<file path="config.mk">
export PLATFORM = sky130hd
export DESIGN_NAME = bafe_regs
export DESIGN_NICKNAME = d
export VERILOG_FILES = /design/src/verilog/bafe_regs.v /design/src/verilog/bafe_sync.v
export VERILOG_INCLUDE_DIRS = /design/src /design/src/verilog
export SDC_FILE = /design/constraint.sdc
export NUM_CORES = 1
export LEC_CHECK = 0
export ABC_AREA = 1
export BUFFER_PORTS_ARGS = -buffer_cell sky130_fd_sc_hd__buf_2
export CORE_UTILIZATION = 63
export CTS_BUF_LIST = sky130_fd_sc_hd__clkbuf_4 sky130_fd_sc_hd__clkbuf_8 sky130_fd_sc_hd__clkbuf_16
export DETAILED_ROUTE_END_ITERATION = 8
export PLACE_DENSITY = 0.87
export SETUP_SLACK_MARGIN = 0.3
export SLEW_MARGIN = 20
export SYNTH_ARGS = -nofsm -noshare
export SYNTH_HDL_FRONTEND = slang
export SYNTH_SLANG_ARGS = --single-unit
</file>
<file path="constraint.sdc">
create_clock -name core_clk -period 2.6 [get_ports core_clk]
set_input_delay 0.26 -clock core_clk [delete_from_list [all_inputs] [get_ports core_clk]]
set_output_delay 0.26 -clock core_clk [all_outputs]
set_load 0.01 [all_outputs]
</file>
<file path="src/verilog/bafe_defines.vh">
// Register offsets, field positions, reset values and constants of the pack front end.
`ifndef BAFE_DEFINES_VH
`define BAFE_DEFINES_VH
`define BAFE_ADDR_CONFIG_STATUS 8'h00
`define BAFE_ADDR_FAULT_STATUS 8'h01
`define BAFE_ADDR_ANALOG_SEL 8'h03
`define BAFE_ADDR_SWITCH_CTRL 8'h04
`define BAFE_ADDR_DISCHARGE_SETUP 8'h05
`define BAFE_ADDR_CHARGE_SETUP 8'h06
`define BAFE_ADDR_FEATURE_CFG 8'h07
`define BAFE_ADDR_WRITE_UNLOCK 8'h08
`define BAFE_BIT_SINGLE_FRONTEND 5
`define BAFE_BIT_WAKE_STATE 4
`define BAFE_SINGLE_FRONTEND_VALUE 1'b1
`define BAFE_BIT_SLEEP 7
`define BAFE_BIT_LOAD_MON 6
`define BAFE_BIT_CHARGE_SW 1
`define BAFE_BIT_DISCHARGE_SW 0
`define BAFE_BIT_AUTO_OFF 7
`define BAFE_BIT_SHORT_AUTO_OFF 4
`define BAFE_BIT_LONG_SHORT 4
`define BAFE_BIT_CHARGE_DIV 3
`define BAFE_BIT_DISCHARGE_DIV 2
`define BAFE_BIT_FORCE_POR 2
`define BAFE_BIT_WAKE_DISABLE 1
`define BAFE_BIT_WAKE_POL 0
`define BAFE_BIT_FEATURE_UNLOCK 7
`define BAFE_BIT_CHARGE_UNLOCK 6
`define BAFE_BIT_DISCHARGE_UNLOCK 5
`define BAFE_ANALOG_EXT_TEMP 4'h8
`define BAFE_ANALOG_INT_TEMP 4'h9
`define BAFE_CHARGE_DIVISOR 7'h20
`define BAFE_DISCHARGE_DIVISOR 7'h40
`define BAFE_NO_DIVISOR 7'h01
`define BAFE_RESET_BYTE 8'h00
`endif

</file>
<file path="src/verilog/bafe_regs.v">
// Control, configuration and status registers of the pack front end, reached over I2C.
`timescale 1ns/1ns
`include "bafe_defines.vh"
module bafe_regs #(
   // Seven-bit bus address; the value is arbitrary.
   parameter [6:0] DEV_ADDR = 7'h2a
) (
   input wire core_clk,
   input wire resetn,
   input wire scl_in,
   input wire sda_in,
   output wire sda_out,
   output reg sda_oe,
   input wire wake_pin,
   input wire ext_overtemp,
   input wire int_overtemp,
   input wire discharge_short,
   input wire discharge_overcurrent,
   input wire charge_overcurrent,
   input wire heavy_load,
   output wire charge_switch_drive,
   output wire discharge_switch_drive,
   output wire load_monitor_on,
   output wire cell_balance_off,
   output wire regulator_on,
   output wire [6:0] analog_cell_select,
   output wire analog_ext_temp_sel,
   output wire analog_int_temp_sel,
   output wire discharge_oc_auto,
   output wire [1:0] discharge_oc_level,
   output wire short_auto,
   output wire [1:0] short_level,
   output wire [1:0] discharge_oc_delay,
   output wire charge_oc_auto,
   output wire [1:0] charge_oc_level,
   output wire long_short_delay,
   output wire [1:0] charge_oc_delay,
   output wire [6:0] charge_delay_divisor,
   output wire [6:0] discharge_delay_divisor,
   output wire auto_temp_scan_on,
   output wire thermistor_supply_on,
   output wire ext_thermal_shutdown_on,
   output wire int_thermal_shutdown_on,
   output reg force_por_pulse
);
   localparam ST_IDLE = 3'd0;
   localparam ST_DEV = 3'd1;
   localparam ST_RX = 3'd2;
   localparam ST_ACK = 3'd3;
   localparam ST_TX = 3'd4;
   localparam ST_TXACK = 3'd5;
   localparam ST_TXLD = 3'd6;

   wire [8:0] sync_v;
   reg scl_q;
   reg sda_q;
   reg wake_q;
   reg dis_oc_q;
   reg short_q;
   reg chg_oc_q;

   reg [2:0] state;
   reg [2:0] bit_cnt;
   reg [7:0] shift;
   reg [7:0] ptr;
   reg rw;
   reg ptr_phase;
   reg ack_on;
   reg wr_pulse;
   reg [7:0] wr_addr;
   reg [7:0] wr_data;

   reg user_flag_zero;
   reg user_flag_one;
   reg user_flag_two;
   reg user_flag_three;
   reg [3:0] analog_sel;
   reg sleep;
   reg load_monitor_enable;
   reg charge_switch_on;
   reg discharge_switch_on;
   reg [7:0] discharge_setup;
   reg [7:0] charge_setup;
   reg [7:0] feature_cfg;
   reg [2:0] unlock;
   reg external_overtemp_flag;
   reg internal_overtemp_flag;
   reg load_fail_flag;
   reg discharge_short_flag;
   reg discharge_overcurrent_flag;
   reg charge_overcurrent_flag;

   // Pin and analog condition inputs all cross into the core clock here.
   bafe_sync #(
      .WIDTH(9)
   ) u_sync (
      .core_clk(core_clk),
      .resetn(resetn),
      .async_in({heavy_load, charge_overcurrent, discharge_overcurrent, discharge_short,
         int_overtemp, ext_overtemp, wake_pin, sda_in, scl_in}),
      .sync_out(sync_v)
   );

   wire scl_s = sync_v[0];
   wire sda_s = sync_v[1];
   wire wake_s = sync_v[2];
   wire ext_ot_s = sync_v[3];
   wire int_ot_s = sync_v[4];
   wire short_s = sync_v[5];
   wire dis_oc_s = sync_v[6];
   wire chg_oc_s = sync_v[7];
   wire heavy_s = sync_v[8];

   wire scl_rise = scl_s & ~scl_q;
   wire scl_fall = ~scl_s & scl_q;
   wire bus_start = scl_s & scl_q & sda_q & ~sda_s;
   wire bus_stop = scl_s & scl_q & ~sda_q & sda_s;
   wire [7:0] rx_byte = {shift[6:0], sda_s};
   wire tx_load = scl_fall & ((state == ST_ACK && ack_on && rw) || state == ST_TXLD);
   wire wake_polarity = feature_cfg[`BAFE_BIT_WAKE_POL];
   wire wake_pin_disable = feature_cfg[`BAFE_BIT_WAKE_DISABLE];

   // Set has priority: an active condition holds the flag even during a read.
   function flag_next;
      input flag;
      input cond;
      input clr;
      begin
         flag_next = cond | (flag & ~clr);
      end
   endfunction

   function wr_hit;
      input pulse;
      input [7:0] addr;
      input [7:0] target;
      begin
         wr_hit = pulse && (addr == target);
      end
   endfunction

   wire wake_pin_state = ~(wake_s ^ wake_polarity);

   reg [7:0] rd_data;
   always @* begin
      case (ptr)
         `BAFE_ADDR_CONFIG_STATUS: rd_data = {2'b00, `BAFE_SINGLE_FRONTEND_VALUE,
            wake_pin_state, 4'h0};
         `BAFE_ADDR_FAULT_STATUS: rd_data = {2'b00, external_overtemp_flag,
            internal_overtemp_flag, load_fail_flag, discharge_short_flag,
            discharge_overcurrent_flag, charge_overcurrent_flag};
         `BAFE_ADDR_ANALOG_SEL: rd_data = {user_flag_one, user_flag_zero, 2'b00, analog_sel};
         `BAFE_ADDR_SWITCH_CTRL: rd_data = {sleep, load_monitor_enable, 4'h0,
            charge_switch_on, discharge_switch_on};
         `BAFE_ADDR_DISCHARGE_SETUP: rd_data = discharge_setup;
         `BAFE_ADDR_CHARGE_SETUP: rd_data = charge_setup;
         `BAFE_ADDR_FEATURE_CFG: rd_data = feature_cfg;
         `BAFE_ADDR_WRITE_UNLOCK: rd_data = {unlock, user_flag_three, user_flag_two, 3'h0};
         default: rd_data = 8'h00;
      endcase
   end

   always @(posedge core_clk or negedge resetn) begin
      if (!resetn) begin
         scl_q <= 1'b1;
         sda_q <= 1'b1;
         wake_q <= 1'b0;
         dis_oc_q <= 1'b0;
         short_q <= 1'b0;
         chg_oc_q <= 1'b0;
      end else begin
         scl_q <= scl_s;
         sda_q <= sda_s;
         wake_q <= wake_s;
         dis_oc_q <= dis_oc_s;
         short_q <= short_s;
         chg_oc_q <= chg_oc_s;
      end
   end

   // Bus slave: address byte, pointer byte, then data bytes with auto increment.
   always @(posedge core_clk or negedge resetn) begin
      if (!resetn) begin
         state <= ST_IDLE;
         bit_cnt <= 3'd0;
         shift <= 8'h00;
         ptr <= 8'h00;
         rw <= 1'b0;
         ptr_phase <= 1'b0;
         ack_on <= 1'b0;
         sda_oe <= 1'b0;
         wr_pulse <= 1'b0;
         wr_addr <= 8'h00;
         wr_data <= 8'h00;
      end else begin
         wr_pulse <= 1'b0;
         if (bus_start) begin
            state <= ST_DEV;
            bit_cnt <= 3'd0;
            ack_on <= 1'b0;
            sda_oe <= 1'b0;
         end else if (bus_stop) begin
            state <= ST_IDLE;
            ack_on <= 1'b0;
            sda_oe <= 1'b0;
         end else if (tx_load) begin
            shift <= rd_data;
            sda_oe <= ~rd_data[7];
            ptr <= ptr + 8'h01;
            bit_cnt <= 3'd0;
            ack_on <= 1'b0;
            state <= ST_TX;
         end else begin
            case (state)
               ST_DEV, ST_RX: begin
                  if (scl_rise) begin
                     shift <= rx_byte;
                     bit_cnt <= bit_cnt + 3'd1;
                     if (bit_cnt == 3'd7) begin
                        if (state == ST_DEV) begin
                           if (rx_byte[7:1] == DEV_ADDR) begin
                              state <= ST_ACK;
                              rw <= rx_byte[0];
                              ptr_phase <= ~rx_byte[0];
                           end else begin
                              state <= ST_IDLE;
                           end
                        end else begin
                           state <= ST_ACK;
                           if (ptr_phase) begin
                              ptr <= rx_byte;
                              ptr_phase <= 1'b0;
                           end else begin
                              wr_pulse <= 1'b1;
                              wr_addr <= ptr;
                              wr_data <= rx_byte;
                              ptr <= ptr + 8'h01;
                           end
                        end
                     end
                  end
               end
               ST_ACK: begin
                  if (scl_fall) begin
                     if (!ack_on) begin
                        ack_on <= 1'b1;
                        sda_oe <= 1'b1;
                     end else begin
                        ack_on <= 1'b0;
                        sda_oe <= 1'b0;
                        bit_cnt <= 3'd0;
                        state <= ST_RX;
                     end
                  end
               end
               ST_TX: begin
                  if (scl_rise) begin
                     bit_cnt <= bit_cnt + 3'd1;
                     if (bit_cnt == 3'd7)
                        state <= ST_TXACK;
                  end else if (scl_fall) begin
                     shift <= {shift[6:0], 1'b0};
                     sda_oe <= ~shift[6];
                  end
               end
               ST_TXACK: begin
                  if (scl_fall)
                     sda_oe <= 1'b0;
                  else if (scl_rise)
                     state <= sda_s ? ST_IDLE : ST_TXLD;
               end
               ST_TXLD: begin
                  sda_oe <= 1'b0;
               end
               default: begin
                  state <= ST_IDLE;
               end
            endcase
         end
      end
   end

   assign sda_out = 1'b0;

   wire wr_analog = wr_hit(wr_pulse, wr_addr, `BAFE_ADDR_ANALOG_SEL);
   wire wr_switch = wr_hit(wr_pulse, wr_addr, `BAFE_ADDR_SWITCH_CTRL);
   wire wr_unlock = wr_hit(wr_pulse, wr_addr, `BAFE_ADDR_WRITE_UNLOCK);
   wire wr_dis = wr_hit(wr_pulse, wr_addr, `BAFE_ADDR_DISCHARGE_SETUP) &
      unlock[`BAFE_BIT_DISCHARGE_UNLOCK - 5];
   wire wr_chg = wr_hit(wr_pulse, wr_addr, `BAFE_ADDR_CHARGE_SETUP) &
      unlock[`BAFE_BIT_CHARGE_UNLOCK - 5];
   wire wr_feat = wr_hit(wr_pulse, wr_addr, `BAFE_ADDR_FEATURE_CFG) &
      unlock[`BAFE_BIT_FEATURE_UNLOCK - 5];

   wire wake_evt = ~wake_pin_disable & (wake_polarity ? (wake_s & ~wake_q) : (~wake_s & wake_q));
   wire prot_trip = (dis_oc_s & ~dis_oc_q & ~discharge_setup[`BAFE_BIT_AUTO_OFF]) |
      (short_s & ~short_q & ~discharge_setup[`BAFE_BIT_SHORT_AUTO_OFF]) |
      (chg_oc_s & ~chg_oc_q & ~charge_setup[`BAFE_BIT_AUTO_OFF]);

   always @(posedge core_clk or negedge resetn) begin
      if (!resetn) begin
         user_flag_zero <= 1'b0;
         user_flag_one <= 1'b0;
         user_flag_two <= 1'b0;
         user_flag_three <= 1'b0;
         analog_sel <= 4'h0;
         sleep <= 1'b0;
         load_monitor_enable <= 1'b0;
         charge_switch_on <= 1'b0;
         discharge_switch_on <= 1'b0;
         discharge_setup <= `BAFE_RESET_BYTE;
         charge_setup <= `BAFE_RESET_BYTE;
         feature_cfg <= `BAFE_RESET_BYTE;
         unlock <= 3'h0;
         force_por_pulse <= 1'b0;
      end else begin
         force_por_pulse <= 1'b0;
         if (wr_analog) begin
            user_flag_one <= wr_data[7];
            user_flag_zero <= wr_data[6];
            analog_sel <= wr_data[3:0];
         end
         if (wr_switch) begin
            sleep <= wr_data[`BAFE_BIT_SLEEP];
            load_monitor_enable <= wr_data[`BAFE_BIT_LOAD_MON];
            charge_switch_on <= wr_data[`BAFE_BIT_CHARGE_SW] & ~wr_data[`BAFE_BIT_SLEEP];
            discharge_switch_on <= wr_data[`BAFE_BIT_DISCHARGE_SW] &
               ~wr_data[`BAFE_BIT_SLEEP];
         end else if (wake_evt) begin
            sleep <= 1'b0;
         end
         if (prot_trip) begin
            charge_switch_on <= 1'b0;
            discharge_switch_on <= 1'b0;
         end
         if (wr_dis)
            discharge_setup <= {wr_data[7:5], wr_data[4:0]};
         if (wr_chg)
            charge_setup <= wr_data;
         if (wr_feat) begin
            feature_cfg <= {wr_data[7:3], 1'b0, wr_data[1:0]};
            force_por_pulse <= wr_data[`BAFE_BIT_FORCE_POR];
         end
         if (wr_unlock) begin
            unlock <= wr_data[7:5];
            user_flag_three <= wr_data[4];
            user_flag_two <= wr_data[3];
         end
      end
   end

   wire rd_fault = tx_load && (ptr == `BAFE_ADDR_FAULT_STATUS);
   wire dis_fault = dis_oc_s | short_s;
   wire load_fail_cond = load_monitor_enable & heavy_s & dis_fault;

   always @(posedge core_clk or negedge resetn) begin
      if (!resetn) begin
         external_overtemp_flag <= 1'b0;
         internal_overtemp_flag <= 1'b0;
         load_fail_flag <= 1'b0;
         discharge_short_flag <= 1'b0;
         discharge_overcurrent_flag <= 1'b0;
         charge_overcurrent_flag <= 1'b0;
      end else begin
         external_overtemp_flag <= flag_next(external_overtemp_flag, ext_ot_s, rd_fault);
         internal_overtemp_flag <= flag_next(internal_overtemp_flag, int_ot_s, rd_fault);
         load_fail_flag <= flag_next(load_fail_flag, load_fail_cond, rd_fault);
         discharge_short_flag <= flag_next(discharge_short_flag, short_s, rd_fault);
         discharge_overcurrent_flag <= flag_next(discharge_overcurrent_flag, dis_oc_s,
            rd_fault);
         charge_overcurrent_flag <= flag_next(charge_overcurrent_flag, chg_oc_s, rd_fault);
      end
   end

   assign charge_switch_drive = charge_switch_on & ~sleep;
   assign discharge_switch_drive = discharge_switch_on & ~sleep;
   assign load_monitor_on = load_monitor_enable;
   assign cell_balance_off = sleep;
   assign regulator_on = ~sleep & ~feature_cfg[6];

   wire [7:0] sel_onehot = 8'h01 << analog_sel;
   assign analog_cell_select = sel_onehot[7:1];
   assign analog_ext_temp_sel = (analog_sel == `BAFE_ANALOG_EXT_TEMP);
   assign analog_int_temp_sel = (analog_sel == `BAFE_ANALOG_INT_TEMP);

   assign discharge_oc_auto = ~discharge_setup[`BAFE_BIT_AUTO_OFF];
   assign discharge_oc_level = discharge_setup[6:5];
   assign short_auto = ~discharge_setup[`BAFE_BIT_SHORT_AUTO_OFF];
   assign short_level = discharge_setup[3:2];
   assign discharge_oc_delay = discharge_setup[1:0];
   assign charge_oc_auto = ~charge_setup[`BAFE_BIT_AUTO_OFF];
   assign charge_oc_level = charge_setup[6:5];
   assign long_short_delay = charge_setup[`BAFE_BIT_LONG_SHORT];
   assign charge_oc_delay = charge_setup[1:0];
   assign charge_delay_divisor = charge_setup[`BAFE_BIT_CHARGE_DIV] ?
      `BAFE_CHARGE_DIVISOR : `BAFE_NO_DIVISOR;
   assign discharge_delay_divisor = charge_setup[`BAFE_BIT_DISCHARGE_DIV] ?
      `BAFE_DISCHARGE_DIVISOR : `BAFE_NO_DIVISOR;
   assign auto_temp_scan_on = ~feature_cfg[7];
   assign thermistor_supply_on = feature_cfg[5];
   assign ext_thermal_shutdown_on = ~feature_cfg[4];
   assign int_thermal_shutdown_on = ~feature_cfg[3];
endmodule

</file>
<file path="src/verilog/bafe_sync.v">
// Two-stage synchroniser for a group of asynchronous inputs.
`timescale 1ns/1ns
module bafe_sync #(
   parameter WIDTH = 9
) (
   input wire core_clk,
   input wire resetn,
   input wire [WIDTH-1:0] async_in,
   output reg [WIDTH-1:0] sync_out
);
   reg [WIDTH-1:0] meta;

   always @(posedge core_clk or negedge resetn) begin
      if (!resetn) begin
         meta <= {WIDTH{1'b0}};
         sync_out <= {WIDTH{1'b0}};
      end else begin
         meta <= async_in;
         sync_out <= meta;
      end
   end
endmodule

</file>
==> out/metrics.cfg <==
[status]
status = complete, no violations

[clock_tree]
cts_tree = yes
clkSinkCount = 111
numCtsBuffers = 9
clockBufferDepth = 2
clk_latency_ns = 0.38
htreeDepth = 3
post_cts_buffers = 0
cts-root-buf = clkbuf_8
path_clk_slew_ns = 0.11

[power_and_ir_drop]
seq_power_share = 0.544
powerDensity_nw_per_um2 = 609
clkPwrFrac = 0.296
switching_power_uw = 1110
internal_power_uw = 2510
peakVddDrop_uv = 382
sw_frac_of_total = 0.307
p_leak_uw = 0.00299
p_comb_frac = 0.160
power_uw = 3620

[finish]
mostFrequentLayoutCell = nand2_1
n_antenna_cell = 0
final_cell_mix = nand2_1 (186), dfrtp_1 (109), o21ai_0 (80)
nNetsFinal = 740
drive_gt1_frac = 0.132
postLayoutCoreUtil = 0.720
area_growth_syn_to_layout_pct = 9.64

[worst_setup_path]
crit_slowest_cell = dfrtp_1
crit_chain = nand2_1 -> nor2_4 -> nand2_4 -> nand2_2 -> nand2_4 -> nand2_1 -> inv_1 -> o21ai_0 -> o22ai_1
cp-start-kind = flop
crit_buf_inv = 1
cp_max_fo = 18
max_stage_delay_ns = 0.47
arrival_ns = 2.32
required_ns = 2.86
critPathKind = flop to flop
path_delay_family = simple AND/OR/NAND/NOR gates
end_kind = flop

[placement]
pre_cts_slack_ns = 0.598
routabilityCongestion = 0.987
portBuffers = 48
dpl.hpwl_um = 9110

[timing]
finalCritPeriodShare = 0.794
skew_ns = 0.0165
fmaxAchievable_mhz = 485
setup_viol = 0
tightest_slew_ns = 0.640
slew_headroom = 0.572
timing_hold_violations_final = 0
finalWorstSetupSlack_ns = 0.536
fin_crit_ns = 2.06
fin_setup_tns_ns = 0
rsz0062_at_grt = false
drv_slew = 0

[global_route]
grt_usage = 0.304
gr-total-overflow = 0
antenna_found_initial = 0
grt_pass1_vias = 4383
grt_start_max_net_pins = 72
grt_pass1_wl_um = 20500

[yosys]
netlist_area_um2 = 5420
avgSynthCellArea_um2 = 8.05
synth.distinct_cells = 33
ys_ff_latch = 111
synth_flop_cell = dfrtp_1
ys_seq_area_frac = 0.513
ys_warn_count = 0
synth_edf_count = 0
synth_cells = 674
synthArstFlopShare = 1.00

[floorplanning]
dieArea_um2 = 8980
initial_core_util = 0.657
core_um2 = 8260
die_width_um = 94.8
die_h_um = 94.8
io_pins = 60
rows = 33

[routing]
wl_per_cell_um = 15.2
dr.first_iter.drc_count = 356
num_vias = 4676
antenna_left = 0
route.detailed.drc = 0
drtPass1Iterations = 5
viasPerCell = 5.62
wirelength_um = 12600

[flow_run]
cap_violations = 0

[worst_hold_path]
min_path_type = input port to asynchronous set/reset pin

==> cell usage after synthesis (2+ instances only) <==
cell      count  share of area
nor3_1       13          0.012
or2_2         2         0.0023
buf_2         3         0.0028
nor2_2        6         0.0069
nand2_4       2         0.0042
nand3_1      30          0.028
nand4_1      13          0.015
a21oi_1      10         0.0092
o211ai_1      2         0.0028
dfrtp_1     109           0.50
dfstp_2       2         0.0097
o22ai_1       7         0.0081
buf_4        26          0.036
clkbuf_1      4         0.0028
xor2_1        6         0.0097
o21bai_1      2         0.0028
nand2_2       6         0.0069
o21ai_0      80          0.074
inv_2         6         0.0042
nand2_1     186           0.13
nor2_1       67          0.046
inv_1        70          0.048
nand3_2       3         0.0055
o21ai_1       5         0.0046
ha_1          6          0.014
==> per-layer routing <==
metal,up-vias,track usage,wire length (um)
met3,29,0.0443,962
met1,2204,0.410,5370
li1,2216,-,-
met4,0,0.131,255
met5,-,0,0
met2,227,0.493,6020
==> kinds of logic (layout without fill, tap and decap cells) <==
| logic type | Yosys count | after routing | synth area share |
|---|---|---|---|
| AND/OR/NAND/NOR | 331 | 331 | 0.260 |
| flip-flops | 111 | 111 | 0.513 |
| AO/OA/AOI/OAI | 109 | 109 | 0.107 |
| buffers and inverters | 109 | 152 | 0.0941 |
| XOR/XNOR | 7 | 7 | 0.0113 |
| adder cells (fa/ha/maj) | 6 | 6 | 0.0138 |
| other | 1 | 11 | 0.000691 |
==> sequential cells by signal, indices dropped and copies added (netlist names), 3 cells and up <==
register and flops:
bit_cnt 3, analog_sel 4, state 3, unlock 3
wr_data 8, u_sync.sync_out 9, discharge_setup 8, feature_cfg 7
u_sync.meta 9, shift 7, ptr 8, wr_addr 8
charge_setup 8
==> through the flow <==
step	instances	hold WS [ns]	instance area, um^2
6_report	832	0.222	5950
5_1_grt	832	0.245	5950
4_1_cts	832	0.218	5950
3_5_place_dp	807	0.0894	5650
3_3_place_gp	807	0.0857	5650
2_1_floorplan	684	-0.0356	5460
==> final timing paths <==
kind | startpoint | to | slack (ns) | depth (start not counted)
worst max-delay path | state[0]$_DFFE_PN0P_ | ptr[1]$_DFFE_PN0P_ | 0.54 | 9
worst min-delay path | resetn | discharge_setup[3]$_DFFE_PN0P_ | 0.22 | 2
worst max register to register | state[0]$_DFFE_PN0P_ | ptr[1]$_DFFE_PN0P_ | 0.54 | 9
worst min register to register | u_sync.meta[4]$_DFF_PN0_ | u_sync.sync_out[4]$_DFF_PN0_ | 0.36 | 0
max in group asynchronous | resetn | ptr[1]$_DFFE_PN0P_ | 1.73 | 3
min in group core_clk | u_sync.meta[4]$_DFF_PN0_ | u_sync.sync_out[4]$_DFF_PN0_ | 0.36 | 0
==> worst register-to-register path, stage by stage (launching register included) <==
cell and delay, ns:
dfrtp_1 0.47, nand2_1 0.14, nor2_4 0.22, nand2_4 0.09, nand2_2 0.08, nand2_4 0.15
nand2_1 0.33, inv_1 0.18, o21ai_0 0.20, o22ai_1 0.09
==> final cells by class <==
| class | count | area (um^2) |
|---|---|---|
| clock inverter | 5 | 63.8 |
| clock buffer | 10 | 138 |
| inverter | 76 | 285 |
| fill | 599 | 2310 |
| timing repair buffer | 61 | 378 |
| sequential | 111 | 2780 |
| tap | 105 | 131 |
| multi-input combinational | 464 | 2170 |
==> power groups by stage <==
| stage | Combinational (uW) | Clock [uW] | Sequential [uW] |
|---|---|---|---|
| 6_report | 581 | 1070 | 1970 |
| 3_5_place_dp | 567 | 0 | 1990 |
| 2_1_floorplan | 426 | 0 | 1950 |
| 4_1_cts | 576 | 1080 | 1960 |
| 3_3_place_gp | 546 | 0 | 1990 |
| 5_1_grt | 664 | 1140 | 1980 |
==> timing repair <==
item	in CTS	in global routing
endpoints found under the hold margin	84	0
hold buffers	10	0
gates resized for setup	0	0
(Power assumes the default switching activity.)
